`config.mk`:
```
export PLATFORM = sky130hd
export DESIGN_NAME = mel_memory_base_unit
export DESIGN_NICKNAME = d
export VERILOG_FILES = /design/src/mel_pkg.sv /design/src/mel_ecc_gen.sv /design/src/mel_syn_decode.sv /design/src/mel_memory_base_unit.sv
export SDC_FILE = /design/constraint.sdc
export NUM_CORES = 1
export LEC_CHECK = 0
export ABC_AREA = 1
export BUFFER_PORTS_ARGS = -buffer_cell sky130_fd_sc_hd__buf_2
export CELL_PAD_IN_SITES_DETAIL_PLACEMENT = 0
export CELL_PAD_IN_SITES_GLOBAL_PLACEMENT = 1
export CORE_ASPECT_RATIO = 1.2
export CORE_MARGIN = 8
export CORE_UTILIZATION = 35
export CTS_BUF_LIST = sky130_fd_sc_hd__clkbuf_8
export DETAILED_ROUTE_END_ITERATION = 10
export PLACE_DENSITY = 0.89
export SLEW_MARGIN = 0
export SYNTH_ARGS = -nofsm -noshare
export SYNTH_HDL_FRONTEND = slang
export SYNTH_HIERARCHICAL = 1
export SYNTH_SLANG_ARGS = --single-unit
```
`constraint.sdc`:
```
create_clock -name i_ref_clk -period 4.4 [get_ports i_ref_clk]
set_input_delay 0.44 -clock i_ref_clk [delete_from_list [all_inputs] [get_ports i_ref_clk]]
set_output_delay 0.44 -clock i_ref_clk [all_outputs]
set_load 0.005 [all_outputs]
```
`src/mel_pkg.sv`:
```
// Constants, types and check-bit helpers for the memory error log block.
// Assumes one 25 MHz clock and a 22-bit storage word of 16 data and 6 check bits.
// Operation
// - Classify each syndrome as correctable single-bit or uncorrectable multiple-bit.
// - A detected error is registered, prioritised and reported as a log change.
// - Single-bit errors are corrected in the data path, logged, operation continues.
// - Uncorrectable errors record requester type and pulse the uncorrectable signal.
// - A 16-bit write crossing a stack disables error checking; only the limit check can still report.
// - Writes shorter than 16 bits store inverted check bits.
// - Addresses beyond the installed limit raise the out-of-range signal.
// - A second error of a logged type sets the duplicate bit only.
// - Processor uncorrectable errors overwrite the log over any other type.
// - Other uncorrectable errors overwrite unless a processor uncorrectable is logged.
// - Single-bit errors load the log only as first error since clear.
// - Cycle-type bit is one for write cycles, zero for reads.
// - Two log bits return a fixed unit identification code.
// - Density bit is one for 64K devices, zero for 16K devices.
// - Address field holds the low eight active address bits and two stack pointer bits.
// - Low six log bits hold the syndrome of the logged error.
// - Five diagnostic operations are selected by the diagnostic micro.
// - Echo write data returns all 24 write bits in place.
// - Echo address returns ten active-selector bits, plus or minus 16.
// - Raw write stores 16 data bits plus six write bits as check bits.
// - Raw read returns 16 data bits, odd parity and six raw check bits.
// - Read log drives the log out, then clears it.
package mel_pkg;

  localparam int          LOG_W        = 24;
  localparam int          LOG_DUP      = 23;
  localparam int          LOG_PU       = 22;
  localparam int          LOG_NU       = 21;
  localparam int          LOG_SE       = 20;
  localparam int          LOG_WR       = 19;
  localparam int          LOG_ID_LO    = 17;
  localparam int          LOG_DEN      = 16;
  localparam int          LOG_ADR_LO   = 8;
  localparam int          LOG_ASP_LO   = 6;
  localparam int          ECHO_LO      = 6;
  localparam int          RAW_PAR      = 22;
  localparam int          CHK_LO       = 16;
  localparam logic [23:0] LOG_RST      = 24'h000000;
  // Arbitrary identification value
  localparam logic [1:0]  MEL_ID_CODE  = 2'h2;
  localparam logic [4:0]  FULL_FIELD   = 5'h10;
  localparam logic [9:0]  STACK_STEP   = 10'h010;

  typedef enum logic [2:0] {
    DG_ECHO_WD = 3'b000,
    DG_ECHO_AD = 3'b001,
    DG_RAW_WR  = 3'b010,
    DG_RAW_RD  = 3'b011,
    DG_RD_LOG  = 3'b100
  } mel_diag_t;

  // Column code of data bit i: the i-th weight-three 6-bit value
  function automatic logic [5:0] mel_col(input int i);
    int n;
    n = 0;
    mel_col = 6'h00;
    for (int c = 0; c < 64; c++) begin
      if ($countones(6'(c)) == 3) begin
        if (n == i) mel_col = 6'(c);
        n++;
      end
    end
  endfunction : mel_col

  function automatic logic [5:0] mel_chk(input logic [15:0] d);
    mel_chk = 6'h00;
    for (int i = 0; i < 16; i++) begin
      if (d[i]) mel_chk = mel_chk ^ mel_col(i);
    end
  endfunction : mel_chk

  // Active address one stack step forward or back
  function automatic logic [9:0] mel_step(input logic [9:0] a, input logic rev);
    mel_step = rev ? a - STACK_STEP : a + STACK_STEP;
  endfunction : mel_step

endpackage : mel_pkg

```
`src/mel_ecc_gen.sv`:
```
// Check-bit generation for the storage write word.
// Assumes the caller registers the result.
`timescale 1ns/100ps
module mel_ecc_gen
  import mel_pkg::*;
(
  input  wire logic [15:0] i_data,
  input  wire logic [5:0]  i_raw_chk,
  input  wire logic        i_raw,
  input  wire logic        i_invert,
  output logic      [5:0]  o_chk
);
  wire logic [5:0] gen_chk = mel_chk(i_data);
  wire logic [5:0] inv_chk = i_invert ? ~gen_chk : gen_chk;
  // Raw write substitutes write bits for generated check bits
  assign o_chk = i_raw ? i_raw_chk : inv_chk;
endmodule : mel_ecc_gen

```
`src/mel_syn_decode.sv`:
```
// Syndrome generation, classification and single-bit correction.
// Assumes the word is sampled in the cycle it is presented.
`timescale 1ns/100ps
module mel_syn_decode
  import mel_pkg::*;
(
  input  wire logic [21:0] i_word,
  input  wire logic        i_enable,
  output logic      [15:0] o_data,
  output logic      [5:0]  o_syndrome,
  output logic             o_single,
  output logic             o_uncorr
);
  logic [15:0] flip;
  wire logic [5:0] syn     = i_word[21:16] ^ mel_chk(i_word[15:0]);
  wire logic       chk_hit = $countones(syn) == 1;

  always_comb begin
    flip = 16'h0000;
    for (int i = 0; i < 16; i++) begin
      flip[i] = syn == mel_col(i);
    end
  end

  assign o_syndrome = syn;
  assign o_data     = i_word[15:0] ^ flip;
  assign o_single   = i_enable && (chk_hit || |flip);
  assign o_uncorr   = i_enable && syn != 6'h00 && !chk_hit && !(|flip);
endmodule : mel_syn_decode

```
`src/mel_memory_base_unit.sv`:
```
// Error log, limit check and diagnostic data paths of the memory base unit.
// Assumes the read word is valid in the cycle an operation or diagnostic is taken.
`timescale 1ns/100ps
module mel_memory_base_unit
  import mel_pkg::*;
#(
  parameter int AW = 18
)(
  input  wire logic          i_ref_clk,
  input  wire logic          i_sys_rst,
  input  wire logic          i_op_valid,
  input  wire logic          i_op_write,
  input  wire logic          i_op_proc,
  input  wire logic          i_op_reverse,
  input  wire logic          i_cross_stack,
  input  wire logic [4:0]    i_field_len,
  input  wire logic [1:0]    i_stack_sel,
  input  wire logic [AW-1:0] i_op_addr,
  input  wire logic [AW-1:0] i_mem_limit,
  input  wire logic [21:0]   i_rd_word,
  input  wire logic [23:0]   i_wr_data,
  input  wire logic          i_diag_valid,
  input  wire logic [2:0]    i_diag_op,
  input  wire logic          i_density_64k,
  output logic               o_rd_valid,
  output logic      [23:0]   o_rd_data,
  output logic               o_wr_en,
  output logic      [21:0]   o_wr_word,
  output logic               o_uncorrectable_signal,
  output logic               o_log_changed,
  output logic               o_addr_out_of_range
);

  if (AW < 10) begin : g_bad_aw
    $error("address width below ten bits");
  end

  logic [23:0] log_q;
  logic [23:0] log_d;
  logic        load;
  logic        dup;
  logic        ev_se_q;
  logic        ev_uc_q;
  logic        ev_proc_q;
  logic        ev_wr_q;
  logic [7:0]  ev_adr_q;
  logic [1:0]  ev_asp_q;
  logic [5:0]  ev_syn_q;
  logic        rd_valid_q;
  logic [23:0] rd_data_q;
  logic        wr_en_q;
  logic [21:0] wr_word_q;
  logic        uncorr_q;
  logic        changed_q;
  logic        oob_q;
  logic [15:0] cor_data;
  logic [5:0]  syndrome;
  logic        dec_single;
  logic        dec_uncorr;
  logic [5:0]  wr_chk;

  // Operation decode
  wire mel_diag_t dop     = mel_diag_t'(i_diag_op);
  wire logic      echo_wd = i_diag_valid && dop == DG_ECHO_WD;
  wire logic      echo_ad = i_diag_valid && dop == DG_ECHO_AD;
  wire logic      raw_wr  = i_diag_valid && dop == DG_RAW_WR;
  wire logic      raw_rd  = i_diag_valid && dop == DG_RAW_RD;
  wire logic      rd_log  = i_diag_valid && dop == DG_RD_LOG;
  wire logic      norm    = i_op_valid && !i_diag_valid;
  wire logic      n_wr    = norm && i_op_write;
  wire logic      chk_off = n_wr && i_cross_stack && i_field_len == FULL_FIELD;
  wire logic      inv_chk = n_wr && i_field_len < FULL_FIELD;
  wire logic      dec_en  = norm && !chk_off;
  wire logic      any_err = dec_single || dec_uncorr;

  // Stack-modified address and stack pointer code {hi, lo}
  wire logic [9:0] base_adr = i_op_addr[9:0];
  wire logic [9:0] act_adr  = i_stack_sel == 2'h0 ? base_adr
                                                 : mel_step(base_adr, i_op_reverse);
  wire logic [9:0] echo_adr = mel_step(base_adr, i_op_reverse);
  wire logic [1:0] asp_code = i_stack_sel == 2'h1 ? 2'b01
                            : i_stack_sel == 2'h2 ? 2'b10 : 2'b00;

  // Log as seen on a read, fixed fields overlaid
  wire logic [23:0] log_view = {log_q[23:19], MEL_ID_CODE, i_density_64k,
                                log_q[15:0]};
  wire logic [23:0] log_base = rd_log ? LOG_RST : log_q;

  // Read return selection
  wire logic        rd_take  = (norm && !i_op_write) || echo_wd || echo_ad
                             || raw_rd || rd_log;
  wire logic        par_odd  = ~^cor_data;
  wire logic [23:0] raw_ret  = {1'b0, par_odd, i_rd_word[21:16], cor_data};
  wire logic [23:0] echo_ret = {8'h00, echo_adr, 6'h00};
  wire logic [23:0] rd_mux   = echo_wd ? i_wr_data
                             : echo_ad ? echo_ret
                             : raw_rd  ? raw_ret
                             : rd_log  ? log_view
                             : {8'h00, cor_data};
  wire logic        wr_take  = n_wr || raw_wr;
  wire logic        oob      = norm && i_op_addr >= i_mem_limit;

  mel_syn_decode u_dec (
    .i_word     (i_rd_word),
    .i_enable   (dec_en),
    .o_data     (cor_data),
    .o_syndrome (syndrome),
    .o_single   (dec_single),
    .o_uncorr   (dec_uncorr)
  );

  mel_ecc_gen u_gen (
    .i_data    (i_wr_data[15:0]),
    .i_raw_chk (i_wr_data[21:16]),
    .i_raw     (raw_wr),
    .i_invert  (inv_chk),
    .o_chk     (wr_chk)
  );

  // Error priority and log update; an event wins over a same-cycle clear
  always_comb begin
    log_d = log_base;
    load  = 1'b0;
    dup   = 1'b0;
    if (ev_uc_q && ev_proc_q) begin
      load           = !log_base[LOG_PU];
      dup            = log_base[LOG_PU];
      log_d[LOG_PU]  = 1'b1;
    end else if (ev_uc_q) begin
      load           = !(log_base[LOG_PU] || log_base[LOG_NU]);
      dup            = log_base[LOG_NU];
      log_d[LOG_NU]  = 1'b1;
    end else if (ev_se_q) begin
      load           = !(log_base[LOG_PU] || log_base[LOG_NU]
                         || log_base[LOG_SE]);
      dup            = log_base[LOG_SE];
      log_d[LOG_SE]  = 1'b1;
    end
    if (load) begin
      log_d[LOG_WR]                 = ev_wr_q;
      log_d[LOG_ADR_LO +: 8]        = ev_adr_q;
      log_d[LOG_ASP_LO +: 2]        = ev_asp_q;
      log_d[5:0]                    = ev_syn_q;
    end
    if (dup) begin
      log_d[LOG_DUP] = 1'b1;
    end
  end

  // Error capture stage
  always_ff @(posedge i_ref_clk) begin
    if (i_sys_rst) begin
      ev_se_q   <= 1'b0;
      ev_uc_q   <= 1'b0;
      ev_proc_q <= 1'b0;
      ev_wr_q   <= 1'b0;
      ev_adr_q  <= 8'h00;
      ev_asp_q  <= 2'h0;
      ev_syn_q  <= 6'h00;
    end else begin
      ev_se_q   <= dec_single;
      ev_uc_q   <= dec_uncorr;
      if (any_err) begin
        ev_proc_q <= i_op_proc;
        ev_wr_q   <= i_op_write;
        ev_adr_q  <= act_adr[7:0];
        ev_asp_q  <= asp_code;
        ev_syn_q  <= syndrome;
      end
    end
  end

  always_ff @(posedge i_ref_clk) begin
    if (i_sys_rst) begin
      log_q     <= LOG_RST;
      changed_q <= 1'b0;
    end else begin
      log_q     <= log_d;
      changed_q <= ev_se_q || ev_uc_q;
    end
  end

  always_ff @(posedge i_ref_clk) begin
    if (i_sys_rst) begin
      rd_valid_q <= 1'b0;
      rd_data_q  <= 24'h000000;
      wr_en_q    <= 1'b0;
      wr_word_q  <= 22'h000000;
      uncorr_q   <= 1'b0;
      oob_q      <= 1'b0;
    end else begin
      rd_valid_q <= rd_take;
      if (rd_take) rd_data_q <= rd_mux;
      wr_en_q    <= wr_take;
      if (wr_take) wr_word_q <= {wr_chk, i_wr_data[15:0]};
      uncorr_q   <= dec_uncorr;
      oob_q      <= oob;
    end
  end

  assign o_rd_valid             = rd_valid_q;
  assign o_rd_data              = rd_data_q;
  assign o_wr_en                = wr_en_q;
  assign o_wr_word              = wr_word_q;
  assign o_uncorrectable_signal = uncorr_q;
  assign o_log_changed          = changed_q;
  assign o_addr_out_of_range    = oob_q;

  // Checks
  a_uncorr_pulse : assert property (@(posedge i_ref_clk) disable iff (i_sys_rst)
    dec_uncorr |=> o_uncorrectable_signal ##1 o_log_changed)
    else $error("uncorrectable error not reported");

  a_stack_mute : assert property (@(posedge i_ref_clk) disable iff (i_sys_rst)
    chk_off |=> !o_uncorrectable_signal && !ev_se_q)
    else $error("error reported on stack-crossing write");

  a_inv_check : assert property (@(posedge i_ref_clk) disable iff (i_sys_rst)
    inv_chk |=> o_wr_en && o_wr_word[21:16] == ~mel_chk(o_wr_word[15:0]))
    else $error("short write check bits not inverted");

  a_limit_flag : assert property (@(posedge i_ref_clk) disable iff (i_sys_rst)
    norm && i_op_addr >= i_mem_limit |=> o_addr_out_of_range)
    else $error("out-of-range address not flagged");

  a_pu_overwrite : assert property (@(posedge i_ref_clk) disable iff (i_sys_rst)
    ev_uc_q && ev_proc_q && !log_q[LOG_PU] && !rd_log |=>
      log_q[5:0] == $past(ev_syn_q) && log_q[LOG_PU])
    else $error("processor uncorrectable error did not take the log");

  a_se_hold : assert property (@(posedge i_ref_clk) disable iff (i_sys_rst)
    ev_se_q && !ev_uc_q && log_q[LOG_SE] && !rd_log |=>
      log_q[15:0] == $past(log_q[15:0]) && log_q[LOG_DUP])
    else $error("later single-bit error altered the log");

  a_changed_late : assert property (@(posedge i_ref_clk) disable iff (i_sys_rst)
    dec_single |-> ##2 o_log_changed)
    else $error("log change not signalled");

  a_echo_data : assert property (@(posedge i_ref_clk) disable iff (i_sys_rst)
    echo_wd |=> o_rd_valid && o_rd_data == $past(i_wr_data))
    else $error("echoed write data differs");

  a_raw_parity : assert property (@(posedge i_ref_clk) disable iff (i_sys_rst)
    raw_rd |=> o_rd_valid && ^{o_rd_data[RAW_PAR], o_rd_data[15:0]})
    else $error("raw read parity not odd");

  a_log_cleared : assert property (@(posedge i_ref_clk) disable iff (i_sys_rst)
    rd_log && !ev_se_q && !ev_uc_q |=> log_q == LOG_RST)
    else $error("log not cleared after read");

  a_uncorr_class : assert property (@(posedge i_ref_clk) disable iff (i_sys_rst)
    dec_en && $countones(syndrome) == 2 |-> dec_uncorr && !dec_single)
    else $error("double-bit syndrome not uncorrectable");

  a_read_correct : assert property (@(posedge i_ref_clk) disable iff (i_sys_rst)
    norm && !i_op_write && dec_single && $countones(syndrome) != 1 |=>
      mel_chk(o_rd_data[15:0]) == $past(i_rd_word[21:16]))
    else $error("single-bit data error not corrected");

  a_rd_plain : assert property (@(posedge i_ref_clk) disable iff (i_sys_rst)
    norm && !i_op_write |=> o_rd_valid && o_rd_data[23:16] == 8'h00)
    else $error("normal read return malformed");

  a_se_continue : assert property (@(posedge i_ref_clk) disable iff (i_sys_rst)
    dec_single |=> !o_uncorrectable_signal)
    else $error("single-bit error raised uncorrectable");

  a_changed_idle : assert property (@(posedge i_ref_clk) disable iff (i_sys_rst)
    !ev_se_q && !ev_uc_q |=> !o_log_changed)
    else $error("log change without an event");

  a_pu_type : assert property (@(posedge i_ref_clk) disable iff (i_sys_rst)
    ev_uc_q && ev_proc_q |=> log_q[LOG_PU])
    else $error("processor uncorrectable type not logged");

  a_nu_type : assert property (@(posedge i_ref_clk) disable iff (i_sys_rst)
    ev_uc_q && !ev_proc_q |=> log_q[LOG_NU])
    else $error("other uncorrectable type not logged");

  a_full_check : assert property (@(posedge i_ref_clk) disable iff (i_sys_rst)
    n_wr && i_field_len >= FULL_FIELD |=> o_wr_word[21:16] == mel_chk(o_wr_word[15:0]))
    else $error("full write check bits wrong");

  a_range_clear : assert property (@(posedge i_ref_clk) disable iff (i_sys_rst)
    norm && i_op_addr < i_mem_limit |=> !o_addr_out_of_range)
    else $error("in-range address flagged");

  a_pu_dup : assert property (@(posedge i_ref_clk) disable iff (i_sys_rst)
    ev_uc_q && ev_proc_q && log_q[LOG_PU] && !rd_log |=>
      log_q[LOG_DUP] && log_q[15:0] == $past(log_q[15:0]))
    else $error("repeated processor error altered the log");

  a_nu_dup : assert property (@(posedge i_ref_clk) disable iff (i_sys_rst)
    ev_uc_q && !ev_proc_q && log_q[LOG_NU] && !rd_log |=> log_q[LOG_DUP])
    else $error("repeated other error not marked duplicate");

  a_nu_overwrite : assert property (@(posedge i_ref_clk) disable iff (i_sys_rst)
    ev_uc_q && !ev_proc_q && !log_q[LOG_PU] && !log_q[LOG_NU] && !rd_log |=>
      log_q[5:0] == $past(ev_syn_q))
    else $error("other uncorrectable error did not take the log");

  a_nu_keep : assert property (@(posedge i_ref_clk) disable iff (i_sys_rst)
    ev_uc_q && !ev_proc_q && log_q[LOG_PU] && !rd_log |=> log_q[15:0] == $past(log_q[15:0]))
    else $error("other error overwrote a processor error");

  a_se_first : assert property (@(posedge i_ref_clk) disable iff (i_sys_rst)
    ev_se_q && !ev_uc_q && log_q[22:20] == 3'b000 && !rd_log |=>
      log_q[5:0] == $past(ev_syn_q) && log_q[LOG_SE])
    else $error("first single-bit error not loaded");

  a_wr_bit : assert property (@(posedge i_ref_clk) disable iff (i_sys_rst)
    load |=> log_q[LOG_WR] == $past(ev_wr_q))
    else $error("cycle type bit wrong");

  a_id_view : assert property (@(posedge i_ref_clk) disable iff (i_sys_rst)
    rd_log |=> o_rd_valid && o_rd_data[LOG_ID_LO +: 2] == MEL_ID_CODE)
    else $error("identification bits wrong");

  a_density_view : assert property (@(posedge i_ref_clk) disable iff (i_sys_rst)
    rd_log |=> o_rd_data[LOG_DEN] == $past(i_density_64k))
    else $error("density bit wrong");

  a_addr_field : assert property (@(posedge i_ref_clk) disable iff (i_sys_rst)
    load |=> log_q[15:6] == $past({ev_adr_q, ev_asp_q}))
    else $error("address field not loaded");

  a_illegal_diag : assert property (@(posedge i_ref_clk) disable iff (i_sys_rst)
    i_diag_valid && i_diag_op > 3'h4 |=> !o_rd_valid && !o_wr_en)
    else $error("illegal diagnostic code answered");

  a_echo_addr : assert property (@(posedge i_ref_clk) disable iff (i_sys_rst)
    echo_ad |=> o_rd_data[ECHO_LO +: 10] ==
      $past(i_op_reverse ? i_op_addr[9:0] - STACK_STEP : i_op_addr[9:0] + STACK_STEP))
    else $error("echoed address wrong");

  a_raw_write : assert property (@(posedge i_ref_clk) disable iff (i_sys_rst)
    raw_wr |=> o_wr_en && o_wr_word == $past(i_wr_data[21:0]))
    else $error("raw write word wrong");

  a_raw_quiet : assert property (@(posedge i_ref_clk) disable iff (i_sys_rst)
    raw_wr || raw_rd |=> !o_uncorrectable_signal)
    else $error("raw operation reported an error");

  a_raw_read : assert property (@(posedge i_ref_clk) disable iff (i_sys_rst)
    raw_rd |=> o_rd_data[21:16] == $past(i_rd_word[21:16]) && !o_rd_data[23])
    else $error("raw read check bits wrong");

  a_reset_clear : assert property (@(posedge i_ref_clk)
    i_sys_rst |=> log_q == LOG_RST && !o_log_changed && !o_rd_valid)
    else $error("reset left the log set");

endmodule : mel_memory_base_unit

```
==> impl_metrics.yaml <==
worst_setup_path:
  path_max_fanout: 17
  worst_setup_path_start_kind: "primary input"
  worstSetupPathType: "in -> reg"
  cp-end-kind: "flip-flop"
  worst-r2r-setup-slack_ns: 2.74
  arrival_ns: 4.45
  cp_data_required_time_ns: 4.69
final_layout:
  final_common_cell: "nand2_1"
  final_util: 0.420
  num-nets-final: 1433
  drive_above_1_share: 0.206
  mostFrequentLayoutCells: "350 x nand2_1, 151 x buf_2, 123 x nor2_1"
  syn_to_final_growth_pct: 19.3
  fill_cells: 2120
sta:
  hold_violations: 0
  setup_viol: 0
  fin_crit_ns: 4.17
  clock_skew_ns: 0.00577
  max_slew_margin: 0.504
  tightest_slew_ns: 0.743
  final.setup.worst_slack_ns: 0.234
  clock.fmax_ghz: 0.240
  finalCritPeriodShare: 0.947
  drv_slew: 0
floorplan:
  die_y_um: 171
  die_area_mm2: 0.0250
  die_x_um: 146
  initial_core_util: 0.352
  ios: 152
  num_rows: 57
  core_mm2: 0.0200
grt:
  grt_first_pass_wirelength_um: 35800
  grt-ovfl-total: 0
  grt_pass1_vias: 7187
  track_usage: 0.175
  grt_max_degree: 49
  antenna_found_initial: 0
power_and_ir_drop:
  total_leakage_power_nw: 4.52
  peakVddDrop_mv: 0.163
  total_power_mw: 3.02
  p_per_area_mw_per_mm2: 359
logic_synthesis:
  synth_edf_count: 0
  synthCells: 1145
  synth_warnings: 6
  ys_seq_area_frac: 0.258
  avgSynthCellArea_um2: 6.16
  synth_flop_cell: "dfxtp_1"
  syn-num-nets: 1277
  yosysUniqueCellTypes: 46
  synth_seq_cells: 91
  ys_async_sr_fraction: 0
  syn-cell-area_mm2: 0.00705
cts:
  numCtsBuffers: 9
  cts.path.max_buffers: 2
  clock_sinks: 91
  insertion_delay_ns: 0.38
  hold_buffers: 0
  clk_pin_slew_worst_paths_ns: 0.10
  cts_tree: "yes"
  h-tree-depth: 3
  cts_root_buf: "clkbuf_8"
routing:
  finalWirelength_um: 22700
  drt-pass1-iter-count: 5
  vias: 7677
  drt_iter0_drc: 425
  drc_errors: 0
  ant_nets: 0
  detail_route.wl_per_cell_um: 14.4
  vias_per_cell: 4.88
worst_hold_path:
  hold_path_class: "in -> reg"
run_status:
  outcome: "finished clean"
job:
  maxCapViolations: 0
placement:
  place_congestion: 0.924
  place_hpwl_um: 18200
  pre_cts_ws_ns: -0.202
  port_buffers: 151
power by group:
group | total, mW | internal, mW | leakage [nW] | switching (mW)
Combinational | 1.38 | 0.545 | 3.67 | 0.832
Clock | 0.641 | 0.319 | 0.109 | 0.322
Sequential | 1.00 | 0.939 | 0.745 | 0.0613
Total | 3.02 | 1.80 | 4.52 | 1.22
Yosys cell counts, types with 6 or more instances:
cell,count,area share
buf_2,11,0.0078
nand2_2,18,0.016
o21ai_0,70,0.050
dfxtp_1,91,0.26
nor2_4,7,0.011
xnor2_1,16,0.020
o211ai_1,14,0.015
nand2_4,6,0.0096
nand4_1,10,0.0089
xor2_1,30,0.037
nand2_1,351,0.19
inv_2,27,0.014
nor2_1,123,0.065
a21oi_1,58,0.041
clkbuf_1,11,0.0059
ha_1,27,0.048
inv_1,111,0.059
nand3_1,107,0.076
state kept, by name, summed over array words and instances (netlist names):
register	flops
o_addr_out_of_range	1
o_uncorrectable_signal	1
ev_syn_q	6
ev_proc_q	1
ev_se_q	1
o_wr_word	22
ev_asp_q	2
ev_adr_q	8
o_wr_en	1
o_rd_valid	1
ev_wr_q	1
o_rd_data	24
log_q	21
o_log_changed	1
metal layers:
layer | GRT usage | up-vias | share of wire
met5 | 0 | - | 0
met3 | 0.0295 | 27 | 0.043
li1 | - | 3962 | -
met1 | 0.205 | 3501 | 0.43
met4 | 0.0476 | 0 | 0.015
met2 | 0.325 | 187 | 0.51
metrics by stage:
stage	TNS, ns	instance area, um2	hold slack, ns	cells
3_3_place_gp	0	8160	0.435	1554
4_1_cts	0	8380	0.337	1570
6_report	0	8410	0.346	1572
3_5_place_dp	-2.77	8160	0.439	1554
2_1_floorplan	0	7050	0.447	1145
5_1_grt	-0.00357	8410	0.356	1571
layout make-up:
class	instances	area (um2)	share of cell area
timing repair buffer	174	941	0.112
inverter	142	539	0.0641
tap	265	332	0.0394
antenna	1	2.50	0.000298
sequential	91	1820	0.217
clock inverter	7	91.3	0.0109
clock buffer	9	124	0.0147
multi-input combinational	883	4560	0.542
cell families (layout without fill, tap and decap cells):
family                   after synthesis  after routing  synth area share
AO/OA/AOI/OAI                        160            160             0.125
XOR/XNOR                              48             48            0.0618
adder cells (fa/ha/maj)               31             31            0.0593
buffers and inverters                171            332            0.0982
flip-flops                            91             91             0.258
other                                  0              1                 0
AND/OR/NAND/NOR                      644            644             0.398
what timing repair did:
action                     CTS  global route
resized for setup            0             4
buffers inserted             0             1
setup endpoints to repair    0            18
worst paths after layout:
path	cells past startpoint	end	startpoint
setup / recovery	23	ev_adr_q[5]	i_rd_word[0]
hold / removal	3	ev_asp_q[1]	i_stack_sel[1]
setup reg to reg	5	log_q[12]	o_uncorrectable_signal
hold reg to reg	2	o_rd_data[11]	o_rd_data[11]
critical path, stage by stage:
cell     delay (ns)
buf_2          0.12
xnor2_2        0.19
xor2_1         0.19
xor2_1         0.22
xor2_1         0.20
xnor2_1        0.17
inv_1          0.11
fa_1           0.56
fa_1           0.43
ha_1           0.21
fa_1           0.51
nor3b_2        0.06
nor2_1         0.11
nand4_1        0.10
nor2_1         0.12
nor2_1         0.06
nor2_1         0.13
inv_1          0.09
buf_12         0.15
nor2_1         0.09
nor2_1         0.04
o21ai_0        0.10
inv_1          0.05
No activity file was read; power rests on OpenSTA's default activity.
